===== src/fcp_cfg.svh =====
// Register indices, field positions, reset values and bus codes of the PWM block
`ifndef FCP_CFG_SVH
`define FCP_CFG_SVH
`define FCP_IDX_CLK 10'h040
`define FCP_IDX_POL 10'h041
`define FCP_IDX_EN 10'h042
`define FCP_IDX_PRES 10'h043
`define FCP_IDX_SCAL0 10'h044
`define FCP_IDX_SCNT0 10'h045
`define FCP_IDX_SCAL1 10'h046
`define FCP_IDX_SCNT1 10'h047
`define FCP_IDX_CNT0 10'h048
`define FCP_IDX_PER0 10'h04c
`define FCP_IDX_DTY0 10'h050
`define FCP_IDX_CTL 10'h054
`define FCP_IDX_TST 10'h055
`define FCP_IDX_MODE 10'h056
`define FCP_IDX_DDR 10'h057
`define FCP_BIT_JOIN_HI 7
`define FCP_BIT_JOIN_LO 6
`define FCP_BIT_CENTER 3
`define FCP_BIT_NO_SCALE_LOAD 2
`define FCP_BIT_NO_PERIOD_RESET 1
`define FCP_BIT_NO_COUNTER_CLEAR 0
`define FCP_RST_PER 8'hff
`define FCP_RST_DTY 8'hff
`define FCP_RST_REG 8'h00
`define FCP_RESP_OKAY 2'b00
`define FCP_RESP_SLVERR 2'b10
`endif


===== src/fcp_pkg.sv =====
// Types shared by the PWM block modules
`default_nettype none
package fcp_pkg;
   typedef struct packed {
      logic [1:0][7:0] cnt;
      logic [1:0][7:0] per_buf;
      logic [1:0][7:0] per_act;
      logic [1:0][7:0] dty_buf;
      logic [1:0][7:0] dty_act;
      logic [1:0] dn;
      logic [1:0] run;
      logic [1:0] out;
   } fcp_pair_s;
   typedef struct packed {
      logic [7:0] cnt;
      logic half;
   } fcp_scl_s;
   typedef struct packed {
      logic [7:0] clk_cfg;
      logic [7:0] sel_pol;
      logic [3:0] en;
      logic [6:0] pres;
      logic [1:0][7:0] scal;
      logic center;
      logic [2:0] tst;
      logic special;
      logic [7:0] ddr;
      logic aw_got;
      logic [11:0] awaddr;
      logic w_got;
      logic [7:0] wdat;
      logic wlane;
      logic awready;
      logic wready;
      logic bvalid;
      logic [1:0] bresp;
      logic arready;
      logic rvalid;
      logic [1:0] rresp;
      logic [7:0] rdata;
      logic [3:0] pin;
      logic [3:0] pin_oe_n;
   } fcp_top_s;
endpackage
`default_nettype wire


===== src/fcp_pair_if.sv =====
// Control and status bundle between the top and one channel pair
`default_nettype none
interface fcp_pair_if;
   logic [1:0] tick;
   logic [1:0] en;
   logic [1:0] pol;
   logic [1:0] wr_cnt;
   logic [1:0] wr_per;
   logic [1:0] wr_dty;
   logic [1:0] out;
   logic join_pair;
   logic center;
   logic no_clr;
   logic no_per;
   logic [7:0] wdata;
   logic [1:0][7:0] cnt;
   logic [1:0][7:0] per;
   logic [1:0][7:0] dty;
   modport ctl(output tick, en, pol, wr_cnt, wr_per, wr_dty, join_pair, center, no_clr,
      no_per, wdata, input out, cnt, per, dty);
   modport unit(input tick, en, pol, wr_cnt, wr_per, wr_dty, join_pair, center, no_clr,
      no_per, wdata, output out, cnt, per, dty);
endinterface
`default_nettype wire


===== src/fcp_scaler.sv =====
// Scale down-counter making one scaled clock tick
`default_nettype none
module fcp_scaler
   import fcp_pkg::*;
(
   input wire logic clk,
   input wire logic rst,
   input wire logic tick_in,
   input wire logic load,
   input wire logic [7:0] scale,
   output logic [7:0] count,
   output logic tick_out
);
   fcp_scl_s s;
   fcp_scl_s n;

   always_comb begin
      n = s;
      if (tick_in) begin
         if (s.cnt == 8'h00) begin
            n.cnt = scale;
            n.half = ~s.half;
         end else begin
            n.cnt = s.cnt - 8'h01;
         end
      end
      if (load) begin
         n.cnt = scale;
      end
   end

   always_ff @(posedge clk or posedge rst) begin
      if (rst) begin
         s <= '0;
      end else begin
         s <= n;
      end
   end

   assign count = s.cnt;
   assign tick_out = tick_in & (s.cnt == 8'h00) & s.half;
endmodule
`default_nettype wire


===== src/fcp_pair.sv =====
// Two 8-bit PWM channels that can be joined into one 16-bit channel
`default_nettype none
`include "fcp_cfg.svh"
module fcp_pair
   import fcp_pkg::*;
(
   input wire logic clk,
   input wire logic rst,
   fcp_pair_if.unit p
);
   fcp_pair_s s;
   fcp_pair_s n;

   // Returns {rollover, down, count}
   function automatic logic [17:0] step(input logic [15:0] c, input logic [15:0] pv,
      input logic dn, input logic ctr, input logic hold);
      logic [17:0] r;
      r = {1'b0, dn, 16'(c + 16'h0001)};
      if (!ctr) begin
         if (c == pv && !hold) begin
            r = {2'b10, 16'h0000};
         end
      end else if (!dn) begin
         if (c >= pv) begin
            r = (pv == 16'h0000) ? {2'b10, 16'h0000} : {2'b01, 16'(c - 16'h0001)};
         end
      end else if (c == 16'h0000) begin
         r = {2'b10, (pv == 16'h0000) ? 16'h0000 : 16'h0001};
      end else begin
         r = {2'b01, 16'(c - 16'h0001)};
      end
      return r;
   endfunction

   always_comb begin
      logic [15:0] cv;
      logic [15:0] pv;
      logic [15:0] dv;
      logic [17:0] st;
      logic j;
      logic tk;
      logic act;
      n = s;
      cv = '0;
      pv = '0;
      dv = '0;
      st = '0;
      tk = 1'b0;
      act = 1'b0;
      j = p.join_pair;
      for (int k = 0; k < 2; k++) begin
         if (p.wr_per[k]) begin
            n.per_buf[k] = p.wdata;
         end
         if (p.wr_dty[k]) begin
            n.dty_buf[k] = p.wdata;
         end
         if (!((j && k == 1) ? p.en[0] : p.en[k])) begin
            n.per_act[k] = n.per_buf[k];
            n.dty_act[k] = n.dty_buf[k];
         end
      end
      for (int u = 0; u < 2; u++) begin
         if (!(j && u == 1)) begin
            if (j) begin
               cv = {s.cnt[0], s.cnt[1]};
               pv = {s.per_act[0], s.per_act[1]};
               dv = {s.dty_act[0], s.dty_act[1]};
               tk = p.tick[1];
            end else begin
               cv = {8'h00, s.cnt[u]};
               pv = {8'h00, s.per_act[u]};
               dv = {8'h00, s.dty_act[u]};
               tk = p.tick[u];
            end
            if (tk) begin
               n.run[u] = p.en[u];
            end
            if (tk && s.run[u]) begin
               st = step(cv, pv, s.dn[u], p.center, p.no_per);
               n.dn[u] = st[16];
               if (j) begin
                  n.cnt[0] = st[15:8];
                  n.cnt[1] = st[7:0];
               end else begin
                  n.cnt[u] = st[7:0];
               end
               if (st[17]) begin
                  n.per_act[u] = n.per_buf[u];
                  n.dty_act[u] = n.dty_buf[u];
                  if (j) begin
                     n.per_act[1] = n.per_buf[1];
                     n.dty_act[1] = n.dty_buf[1];
                  end
               end
            end
            act = p.center ? (cv >= dv) : (cv > dv);
            // No change when duty reaches period
            n.out[u] = (dv >= pv) ? p.pol[u] : (p.pol[u] ^ act);
         end else begin
            n.out[u] = p.pol[u];
            n.run[u] = 1'b0;
         end
      end
      for (int k = 0; k < 2; k++) begin
         if (p.wr_cnt[k]) begin
            if (!p.no_clr) begin
               n.cnt[k] = 8'h00;
            end
            n.dn[k] = 1'b0;
            n.per_act[k] = n.per_buf[k];
            n.dty_act[k] = n.dty_buf[k];
         end
      end
   end

   always_ff @(posedge clk or posedge rst) begin
      if (rst) begin
         s.cnt <= '0;
         s.per_buf <= {2{`FCP_RST_PER}};
         s.per_act <= {2{`FCP_RST_PER}};
         s.dty_buf <= {2{`FCP_RST_DTY}};
         s.dty_act <= {2{`FCP_RST_DTY}};
         s.dn <= '0;
         s.run <= '0;
         s.out <= '0;
      end else begin
         s <= n;
      end
   end

   assign p.cnt = s.cnt;
   assign p.per = s.per_buf;
   assign p.dty = s.dty_buf;
   assign p.out = s.out;
endmodule
`default_nettype wire


===== src/fcp_top.sv =====
// Four-channel PWM block with AXI4-Lite register access
//
// Our own choice: the AXI4-Lite slave port.
`default_nettype none
`include "fcp_cfg.svh"
module fcp_top
   import fcp_pkg::*;
(
   input wire logic CLOCK,
   input wire logic RST,
   input wire logic [11:0] S_AXI_AWADDR,
   input wire logic S_AXI_AWVALID,
   output logic S_AXI_AWREADY,
   input wire logic [31:0] S_AXI_WDATA,
   input wire logic [3:0] S_AXI_WSTRB,
   input wire logic S_AXI_WVALID,
   output logic S_AXI_WREADY,
   output logic [1:0] S_AXI_BRESP,
   output logic S_AXI_BVALID,
   input wire logic S_AXI_BREADY,
   input wire logic [11:0] S_AXI_ARADDR,
   input wire logic S_AXI_ARVALID,
   output logic S_AXI_ARREADY,
   output logic [31:0] S_AXI_RDATA,
   output logic [1:0] S_AXI_RRESP,
   output logic S_AXI_RVALID,
   input wire logic S_AXI_RREADY,
   output logic [3:0] PWM_PIN,
   output logic [3:0] PWM_PIN_OE_N
);
   fcp_top_s s;
   fcp_top_s n;
   fcp_pair_if pr0();
   fcp_pair_if pr1();
   logic [1:0][7:0] scnt;
   logic [1:0] stick;
   logic [6:0] mask_a;
   logic [6:0] mask_b;
   logic run_any;
   logic tick_a;
   logic tick_b;
   logic wr_go;
   logic [9:0] widx;
   logic [3:0] tick_ch;
   logic [3:0] pwm_out;
   logic [3:0][7:0] cnt_all;
   logic [3:0][7:0] per_all;
   logic [3:0][7:0] dty_all;
   logic tst_ok;

   function automatic logic mapped(input logic [9:0] idx);
      return (idx >= `FCP_IDX_CLK && idx <= `FCP_IDX_DDR);
   endfunction

   function automatic logic wsel(input logic go, input logic lane, input logic [9:0] idx,
      input logic [9:0] want);
      return go & lane & (idx == want);
   endfunction

   assign run_any = |s.en;
   assign mask_a = 7'h7f >> (3'd7 - s.clk_cfg[5:3]);
   assign mask_b = 7'h7f >> (3'd7 - s.clk_cfg[2:0]);
   // Branch tick every 2^n bus clocks
   assign tick_a = run_any & ((s.pres & mask_a) == mask_a);
   assign tick_b = run_any & ((s.pres & mask_b) == mask_b);
   assign wr_go = s.aw_got & s.w_got & ~s.bvalid;
   assign widx = s.awaddr[11:2];
   assign tst_ok = s.special;

   assign tick_ch[0] = s.sel_pol[4] ? stick[0] : tick_a;
   assign tick_ch[1] = s.sel_pol[5] ? stick[0] : tick_a;
   assign tick_ch[2] = s.sel_pol[6] ? stick[1] : tick_b;
   assign tick_ch[3] = s.sel_pol[7] ? stick[1] : tick_b;

   fcp_scaler u_scl0 (
      .clk(CLOCK),
      .rst(RST),
      .tick_in(tick_a),
      .load(wsel(wr_go, s.wlane, widx, `FCP_IDX_SCAL0) &
         ~(tst_ok & s.tst[`FCP_BIT_NO_SCALE_LOAD])),
      .scale(wsel(wr_go, s.wlane, widx, `FCP_IDX_SCAL0) ? s.wdat : s.scal[0]),
      .count(scnt[0]),
      .tick_out(stick[0])
   );

   fcp_scaler u_scl1 (
      .clk(CLOCK),
      .rst(RST),
      .tick_in(tick_b),
      .load(wsel(wr_go, s.wlane, widx, `FCP_IDX_SCAL1) &
         ~(tst_ok & s.tst[`FCP_BIT_NO_SCALE_LOAD])),
      .scale(wsel(wr_go, s.wlane, widx, `FCP_IDX_SCAL1) ? s.wdat : s.scal[1]),
      .count(scnt[1]),
      .tick_out(stick[1])
   );

   // Pair 0/1: high byte is channel 0
   assign pr0.join_pair = s.clk_cfg[`FCP_BIT_JOIN_LO];
   // Pair 2/3: high byte is channel 2
   assign pr1.join_pair = s.clk_cfg[`FCP_BIT_JOIN_HI];
   assign pr0.center = s.center;
   assign pr1.center = s.center;
   assign pr0.no_clr = tst_ok & s.tst[`FCP_BIT_NO_COUNTER_CLEAR];
   assign pr1.no_clr = tst_ok & s.tst[`FCP_BIT_NO_COUNTER_CLEAR];
   assign pr0.no_per = tst_ok & s.tst[`FCP_BIT_NO_PERIOD_RESET];
   assign pr1.no_per = tst_ok & s.tst[`FCP_BIT_NO_PERIOD_RESET];
   assign pr0.wdata = s.wdat;
   assign pr1.wdata = s.wdat;
   assign pr0.tick = tick_ch[1:0];
   assign pr1.tick = tick_ch[3:2];
   assign pr0.en = s.en[1:0];
   assign pr1.en = s.en[3:2];
   assign pr0.pol = s.sel_pol[1:0];
   assign pr1.pol = s.sel_pol[3:2];

   genvar g;
   generate
      for (g = 0; g < 2; g++) begin : g_wr
         assign pr0.wr_cnt[g] = wsel(wr_go, s.wlane, widx, `FCP_IDX_CNT0 + 10'(g));
         assign pr1.wr_cnt[g] = wsel(wr_go, s.wlane, widx, `FCP_IDX_CNT0 + 10'(g + 2));
         assign pr0.wr_per[g] = wsel(wr_go, s.wlane, widx, `FCP_IDX_PER0 + 10'(g));
         assign pr1.wr_per[g] = wsel(wr_go, s.wlane, widx, `FCP_IDX_PER0 + 10'(g + 2));
         assign pr0.wr_dty[g] = wsel(wr_go, s.wlane, widx, `FCP_IDX_DTY0 + 10'(g));
         assign pr1.wr_dty[g] = wsel(wr_go, s.wlane, widx, `FCP_IDX_DTY0 + 10'(g + 2));
      end
   endgenerate

   fcp_pair u_pair0 (
      .clk(CLOCK),
      .rst(RST),
      .p(pr0)
   );

   fcp_pair u_pair1 (
      .clk(CLOCK),
      .rst(RST),
      .p(pr1)
   );

   assign pwm_out = {pr1.out, pr0.out};
   assign cnt_all = {pr1.cnt, pr0.cnt};
   assign per_all = {pr1.per, pr0.per};
   assign dty_all = {pr1.dty, pr0.dty};

   always_comb begin
      logic [9:0] ridx;
      logic [7:0] rd;
      n = s;
      ridx = S_AXI_ARADDR[11:2];
      rd = 8'h00;
      if (run_any) begin
         n.pres = s.pres + 7'h01;
      end
      // Test bits clear outside special mode
      if (!s.special) begin
         n.tst = 3'b000;
      end
      if (S_AXI_AWVALID && s.awready) begin
         n.aw_got = 1'b1;
         n.awaddr = S_AXI_AWADDR;
      end
      if (S_AXI_WVALID && s.wready) begin
         n.w_got = 1'b1;
         n.wdat = S_AXI_WDATA[7:0];
         n.wlane = S_AXI_WSTRB[0];
      end
      if (s.bvalid && S_AXI_BREADY) begin
         n.bvalid = 1'b0;
      end
      if (wr_go) begin
         n.aw_got = 1'b0;
         n.w_got = 1'b0;
         n.bvalid = 1'b1;
         n.bresp = mapped(widx) ? `FCP_RESP_OKAY : `FCP_RESP_SLVERR;
         if (s.wlane) begin
            unique case (widx)
               `FCP_IDX_CLK: n.clk_cfg = s.wdat;
               `FCP_IDX_POL: n.sel_pol = s.wdat;
               `FCP_IDX_EN: n.en = s.wdat[3:0];
               // Prescaler writable only in special mode
               `FCP_IDX_PRES: n.pres = s.special ? s.wdat[6:0] : n.pres;
               `FCP_IDX_SCAL0: n.scal[0] = s.wdat;
               `FCP_IDX_SCAL1: n.scal[1] = s.wdat;
               `FCP_IDX_CTL: n.center = s.wdat[`FCP_BIT_CENTER];
               `FCP_IDX_TST: n.tst = s.special ? s.wdat[2:0] : n.tst;
               `FCP_IDX_MODE: n.special = s.wdat[0];
               `FCP_IDX_DDR: n.ddr = s.wdat;
               default: n.ddr = s.ddr;
            endcase
         end
      end
      if (s.rvalid && S_AXI_RREADY) begin
         n.rvalid = 1'b0;
      end
      if (S_AXI_ARVALID && s.arready) begin
         unique case (ridx)
            `FCP_IDX_CLK: rd = s.clk_cfg;
            `FCP_IDX_POL: rd = s.sel_pol;
            `FCP_IDX_EN: rd = {4'h0, s.en};
            `FCP_IDX_PRES: rd = {1'b0, s.pres};
            `FCP_IDX_SCAL0: rd = s.scal[0];
            `FCP_IDX_SCNT0: rd = scnt[0];
            `FCP_IDX_SCAL1: rd = s.scal[1];
            `FCP_IDX_SCNT1: rd = scnt[1];
            `FCP_IDX_CTL: rd = {4'h0, s.center, 3'b000};
            `FCP_IDX_TST: rd = {5'h00, s.tst};
            `FCP_IDX_MODE: rd = {7'h00, s.special};
            `FCP_IDX_DDR: rd = s.ddr;
            default: rd = 8'h00;
         endcase
         for (int k = 0; k < 4; k++) begin
            if (ridx == `FCP_IDX_CNT0 + 10'(k)) rd = cnt_all[k];
            if (ridx == `FCP_IDX_PER0 + 10'(k)) rd = per_all[k];
            if (ridx == `FCP_IDX_DTY0 + 10'(k)) rd = dty_all[k];
         end
         n.rvalid = 1'b1;
         n.rdata = rd;
         n.rresp = mapped(ridx) ? `FCP_RESP_OKAY : `FCP_RESP_SLVERR;
      end
      n.awready = ~n.aw_got & ~n.bvalid;
      n.wready = ~n.w_got & ~n.bvalid;
      n.arready = ~n.rvalid;
      for (int k = 0; k < 4; k++) begin
         n.pin_oe_n[k] = ~(s.en[k] | s.ddr[k]);
         n.pin[k] = s.en[k] & pwm_out[k];
      end
   end

   always_ff @(posedge CLOCK or posedge RST) begin
      if (RST) begin
         s <= '0;
         s.pin_oe_n <= 4'hf;
      end else begin
         s <= n;
      end
   end

   assign S_AXI_AWREADY = s.awready;
   assign S_AXI_WREADY = s.wready;
   assign S_AXI_BRESP = s.bresp;
   assign S_AXI_BVALID = s.bvalid;
   assign S_AXI_ARREADY = s.arready;
   assign S_AXI_RDATA = {24'h000000, s.rdata};
   assign S_AXI_RRESP = s.rresp;
   assign S_AXI_RVALID = s.rvalid;
   assign PWM_PIN = s.pin;
   assign PWM_PIN_OE_N = s.pin_oe_n;
endmodule
`default_nettype wire


===== config.mk =====
export PLATFORM = sky130hd
export DESIGN_NAME = fcp_top
export DESIGN_NICKNAME = d
export VERILOG_FILES = /design/src/fcp_pkg.sv /design/src/fcp_pair_if.sv /design/src/fcp_scaler.sv /design/src/fcp_pair.sv /design/src/fcp_top.sv
export VERILOG_INCLUDE_DIRS = /design/src
export SDC_FILE = /design/constraint.sdc
export NUM_CORES = 1
export LEC_CHECK = 0
export BUFFER_PORTS_ARGS = -buffer_cell sky130_fd_sc_hd__buf_4
export CAP_MARGIN = 20
export CORE_MARGIN = 3
export CORE_UTILIZATION = 50
export CTS_BUF_LIST = sky130_fd_sc_hd__clkbuf_16
export CTS_CLUSTER_SIZE = 12
export DETAILED_ROUTE_END_ITERATION = 7
export PLACE_DENSITY = 0.67
export SYNTH_ARGS = -nofsm -noshare
export SYNTH_HDL_FRONTEND = slang
export SYNTH_HIERARCHICAL = 1
export SYNTH_SLANG_ARGS = --single-unit

===== constraint.sdc =====
create_clock -name CLOCK -period 6.6 [get_ports CLOCK]
set_input_delay 1.98 -clock CLOCK [delete_from_list [all_inputs] [get_ports CLOCK]]
set_output_delay 1.98 -clock CLOCK [all_outputs]
set_load 0.01 [all_outputs]

Yosys cells after proc, flatten, opt, wreduce, memory -nomap -nowiden
Cells that the tools add are included.
- register bits after elaboration: 294
- output and inout bits: 49
- reductions and logical operators: 53
- $lt $le $gt $ge: 20
- equal/unequal tests: 54
- multiplexer cells: 191
- $add $sub $neg: 13
- bitwise logic cells: 56
- shifts and indexed selects: 2
- operator list (cell ; number):
    $mux 8 ; 73
    $mux 18 ; 30
    $eq 10x7->1 const B ; 46
    $mux 16 ; 26
    $ge 16x16->1 ; 12
    $logic_not 16->1 ; 8
    $pmux 8 s12 ; 1
    $add 16x1->16 const B ; 4
    $eq 16x16->1 ; 4
    $gt 16x16->1 ; 4
    $sub 16x1->16 const B ; 4
    $mux 1 ; 45
    $mux 37 ; 1
    $mux 36 ; 1
    $and 1x1->1 ; 34
    $reduce_and 3->1 ; 10
    $mux 7 ; 3
    $ge 10x7->1 const B ; 2
    $le 10x7->1 const B ; 2
    $mux 9 ; 2
    $logic_not 8->1 ; 2
    $reduce_bool 2->1 ; 8
    $sub 8x1->8 const B ; 2
    $logic_and 1x1->1 ; 15
    other kinds (18) ; 50

Longest topological paths before layout
- word-level depth: 17
- depth in mapped cells: 18
- depth with buffers taken out: 15

Hierarchy
Netlist, hierarchy kept.
- modules (own cells, without submodules) (module ; instances ; cells each ; area each (um2) ; sequential area each (um2)):
    fcp_pair at u_pair1 ; 1 ; 802 ; 7584.8 ; 2232.1
    fcp_pair at u_pair0 ; 1 ; 775 ; 7333.3 ; 2232.1
    fcp_top ; 1 ; 694 ; 6558.8 ; 2507.4
    fcp_scaler ; 2 ; 73 ; 689.4 ; 225.2

Worst setup path before layout
No wires, ideal clock.
- kind: flip-flop to flip-flop
- from: reg s, in the netlist pr0.join_pair
- to: reg u_pair0/s[14] in the netlist's numbering
- stages on the path, launching flop included: 19
- clock period less this slack: 4536 ps
- setup time: 82 ps
- arrival time: 4453 ps
- slack: 2064 ps
- path buffers: 8
- cells stage by stage: dfrtp_1 > buf_2 > buf_2 > buf_2 > clkbuf_1 > buf_1 > clkbuf_1 > nand2_1 > ha_1 > nand4_1 > or3_4 > a211oi_1 > or4_4 > a21oi_2 > or3_1 > buf_6 > o211ai_4 > buf_12 > mux2_4
- RTL lines (element ; line ; source):
    start: declaration ; fcp_top.sv:31 ; fcp_top_s s;
    start signal: assignment ; fcp_top.sv:234 ; s <= n;
    end signal: assignment ; fcp_pair.sv:128 ; s <= n;
    end: declaration ; fcp_pair.sv:11 ; fcp_pair_s s;

==> results.cfg <==
[synthesis]
syn_area_per_cell_sq_um = 9.46
synth-seq-cells = 290
ys.flop_type = dfrtp_1
postSynthCellCount = 2417
synth_cell_types = 117
synthesis.area_sq_mm = 0.0229
yosysTopAreaCell = dfrtp_1
ys_warn_count = 6
synth_top_area_share_pct = 17.3
seq_area_frac_synth_pct = 32.5
yosys-top-cells-area = dfrtp_1 17%, dfstp_2 15%, mux2_2 8.8%
synth_edf_count = 0
synthArstFlopShare_pct = 100

[placement]
place_ws_ns = 1.74
gp_congestion = 0.967
hpwlAfterDp_um = 53300
port_buffers = 58

[drt]
antenna_left = 0
first_iter_violations = 2268
dr.pass1.iters = 6
viasPerCell = 6.52
drcViolationCount = 0
finalWirelength_um = 72400
dr_total_vias = 18900
wl_per_cell_um = 25.0

[floorplanning]
die_area_sq_mm = 0.0483
die_h_um = 220
ios = 116
die_w_um = 220
start_util_pct = 51.1
floorplan.rows = 77
core_area_sq_mm = 0.0447

[global_routing]
grtUsageTotal_pct = 29.6
overflow = 0
antenna_found_initial = 1
grt_max_degree = 69
grt_pass1_wl_um = 110000
grt_pass1_vias = 18100

[layout]
num-nets-final = 2506
mostFrequentLayoutCell = mux2_2
n_fill_cell = 4032
drive_gt1_share_pct = 24.2
mostFrequentLayoutCells = 178 x mux2_2, 157 x ha_1, 156 x dfrtp_1
area_growth_pct = 3.57
diodes = 0

[clock_network]
path_clk_slew_ns = 0.06
cts_buffer_depth = 3
postCtsHoldBufs = 0
htreeDepth = 2
cts_root_buffer = clkbuf_16
post-cts-setup-buffers = 0
cts_buffers = 36
clock_sinks = 290
clk_latency_ns = 0.55
postCtsResizedCells = 0
tritoncts = built

[setup_path]
critPathMostFrequentCell = o21ai_0
cpMaxStageDelayCell = mux2i_1
cp.required_ns = 7.07
cp-end-kind = flip-flop
crit_arrival_ns = 5.64
reg2reg_depth = 13
critPathMaxStageDelay_ns = 0.73
crit_fanout = 16
crit_chain = buf_4, nor4_1, a221oi_1, o21ai_0, inv_1, and3_1, nand2_1, o21ai_0, mux2i_1, nand2b_1, nor2_1, a31oi_4, mux2_2
critPathLaunchType = flip-flop
crit_type = flip-flop to flip-flop

[timing]
fin_skew_ns = 0.0258
grt_setup_unrepaired = no
period_minus_slack_ns = 5.18
report.final.hold_viol_count = 0
fmax_ghz = 0.193
finalSetupViolCount = 0
final.setup.worst_slack_ns = 1.42
tightest_slew_ns = 1.12
relSlewSlack_pct = 24.9
setup-tns-final_ns = 0
final.period_utilization_pct = 78.4
finalMaxSlewViolations = 0

[status]
status = completed

[min_path]
worstHoldPathType = flip-flop to flip-flop
min_path_cells = 1

[power]
p_leak_nw = 10.2
power.density_mw_per_mm2 = 210
worst_ir_drop_vdd_mv = 0.232

[job]
max_cap_violations = 0
final timing paths:
kind / startpoint / to / slack, ns
max in group asynchronous: RST / PWM_PIN[3] / 3.79
min in group asynchronous: RST / u_scl0/count[3] / 1.47
min reg2reg: s[50] / PWM_PIN_OE_N[2] / 0.42
max reg2reg: pr1.en[1] / u_pair1/s[49] / 1.42
max: pr1.en[1] / u_pair1/s[49] / 1.42
min: s[50] / PWM_PIN_OE_N[2] / 0.42
cells in the mapped netlist, drive strengths merged (8+ instances only):
| master | instances |
|---|---|
| o21ai | 105 |
| nor4b | 9 |
| or2 | 10 |
| clkbuf | 71 |
| nor4 | 30 |
| nor2b | 33 |
| nor2 | 157 |
| nand2 | 153 |
| a211oi | 26 |
| o2bb2ai | 8 |
| a311oi | 8 |
| dfstp | 132 |
| nand3b | 8 |
| mux2i | 60 |
| dfrtp | 158 |
| and3 | 18 |
| a2111oi | 15 |
| o211ai | 10 |
| or3 | 15 |
| o221ai | 14 |
| a22oi | 21 |
| a21o | 33 |
| a221oi | 17 |
| nand2b | 22 |
| a21oi | 110 |
| or4 | 8 |
| and2 | 23 |
| ha | 157 |
| nor3 | 65 |
| nor3b | 9 |
| inv | 128 |
| buf | 208 |
| a32oi | 9 |
| o31ai | 9 |
| xnor2 | 48 |
| o32ai | 8 |
| a31oi | 33 |
| xor2 | 15 |
| o21a | 15 |
| o22ai | 45 |
| nand3 | 52 |
| mux2 | 209 |
| nand4 | 34 |
power breakdown:
part	switching [W]	internal, W
registers	0.000300	0.00193
clock network	0.000807	0.00112
logic	0.000501	0.000330
kinds of logic (layout without fill, tap and decap cells):
group	after synthesis	in the layout	synth area share [%]
xor+xnor	63	63	2.41
fa+ha+maj	157	157	8.59
flops	290	290	32.5
compound gates	558	558	17.2
simple gates	671	671	15.9
other cells	1	26	0.0164
buf+inv	407	274	9.88
mux	270	270	13.5
critical path, delay by kind of cell, from the launching register on:
kind                   cells  cell delay (ns)
AOI/OAI and AO/OA          4             1.41
buffers and inverters      2             0.52
DFF                        1             0.37
muxes                      2             1.15
and+or+nand+nor            5             1.63
flip-flops by register name, indices dropped and copies added, names as in the netlist, 4 cells and up:
register       cells
s                 57
u_pair0/s         36
u_pair1/s         36
u_pair0/p.cnt     16
u_pair0/p.dty     16
u_pair0/p.per     16
u_pair1/p.cnt     16
u_pair1/p.dty     16
u_pair1/p.per     16
S_AXI_RDATA        8
pr0.wdata          8
u_scl0/count       8
u_scl1/count       8
PWM_PIN            4
PWM_PIN_OE_N       4
area by class of cell:
class	count	area, sq um	area share [%]
multi-input cells	1745	13300	56.1
flip-flops and latches	290	7420	31.4
clock buffers	36	901	3.81
well taps	592	741	3.13
repair buffers	81	613	2.59
inverters	128	485	2.05
clock inverters	29	233	0.983
stage by stage:
| step | cells | util, % | total power [W] | area (sq um) | hold slack, ns |
|---|---|---|---|---|---|
| 5_1_grt | 2901 | 53.0 | 0.00518 | 23700 | 0.443 |
| 4_1_cts | 2899 | 52.9 | 0.00500 | 23700 | 0.424 |
| 3_3_place_gp | 2834 | 50.4 | 0.00304 | 22500 | 0.423 |
| 6_report | 2901 | 53.0 | 0.00498 | 23700 | 0.421 |
| 3_5_place_dp | 2834 | 50.4 | 0.00306 | 22500 | 0.416 |
| 2_1_floorplan | 2442 | - | 0.00276 | 22900 | 0.380 |
per-layer routing:
layer	vias to the layer above	routed length, um	track usage, %
met4	0	3150	12.1
met2	934	33400	47.3
li1	8462	-	-
met3	184	5190	4.36
met5	-	0	0
met1	9339	30700	40.4
Power figures use the tool's default switching activity.
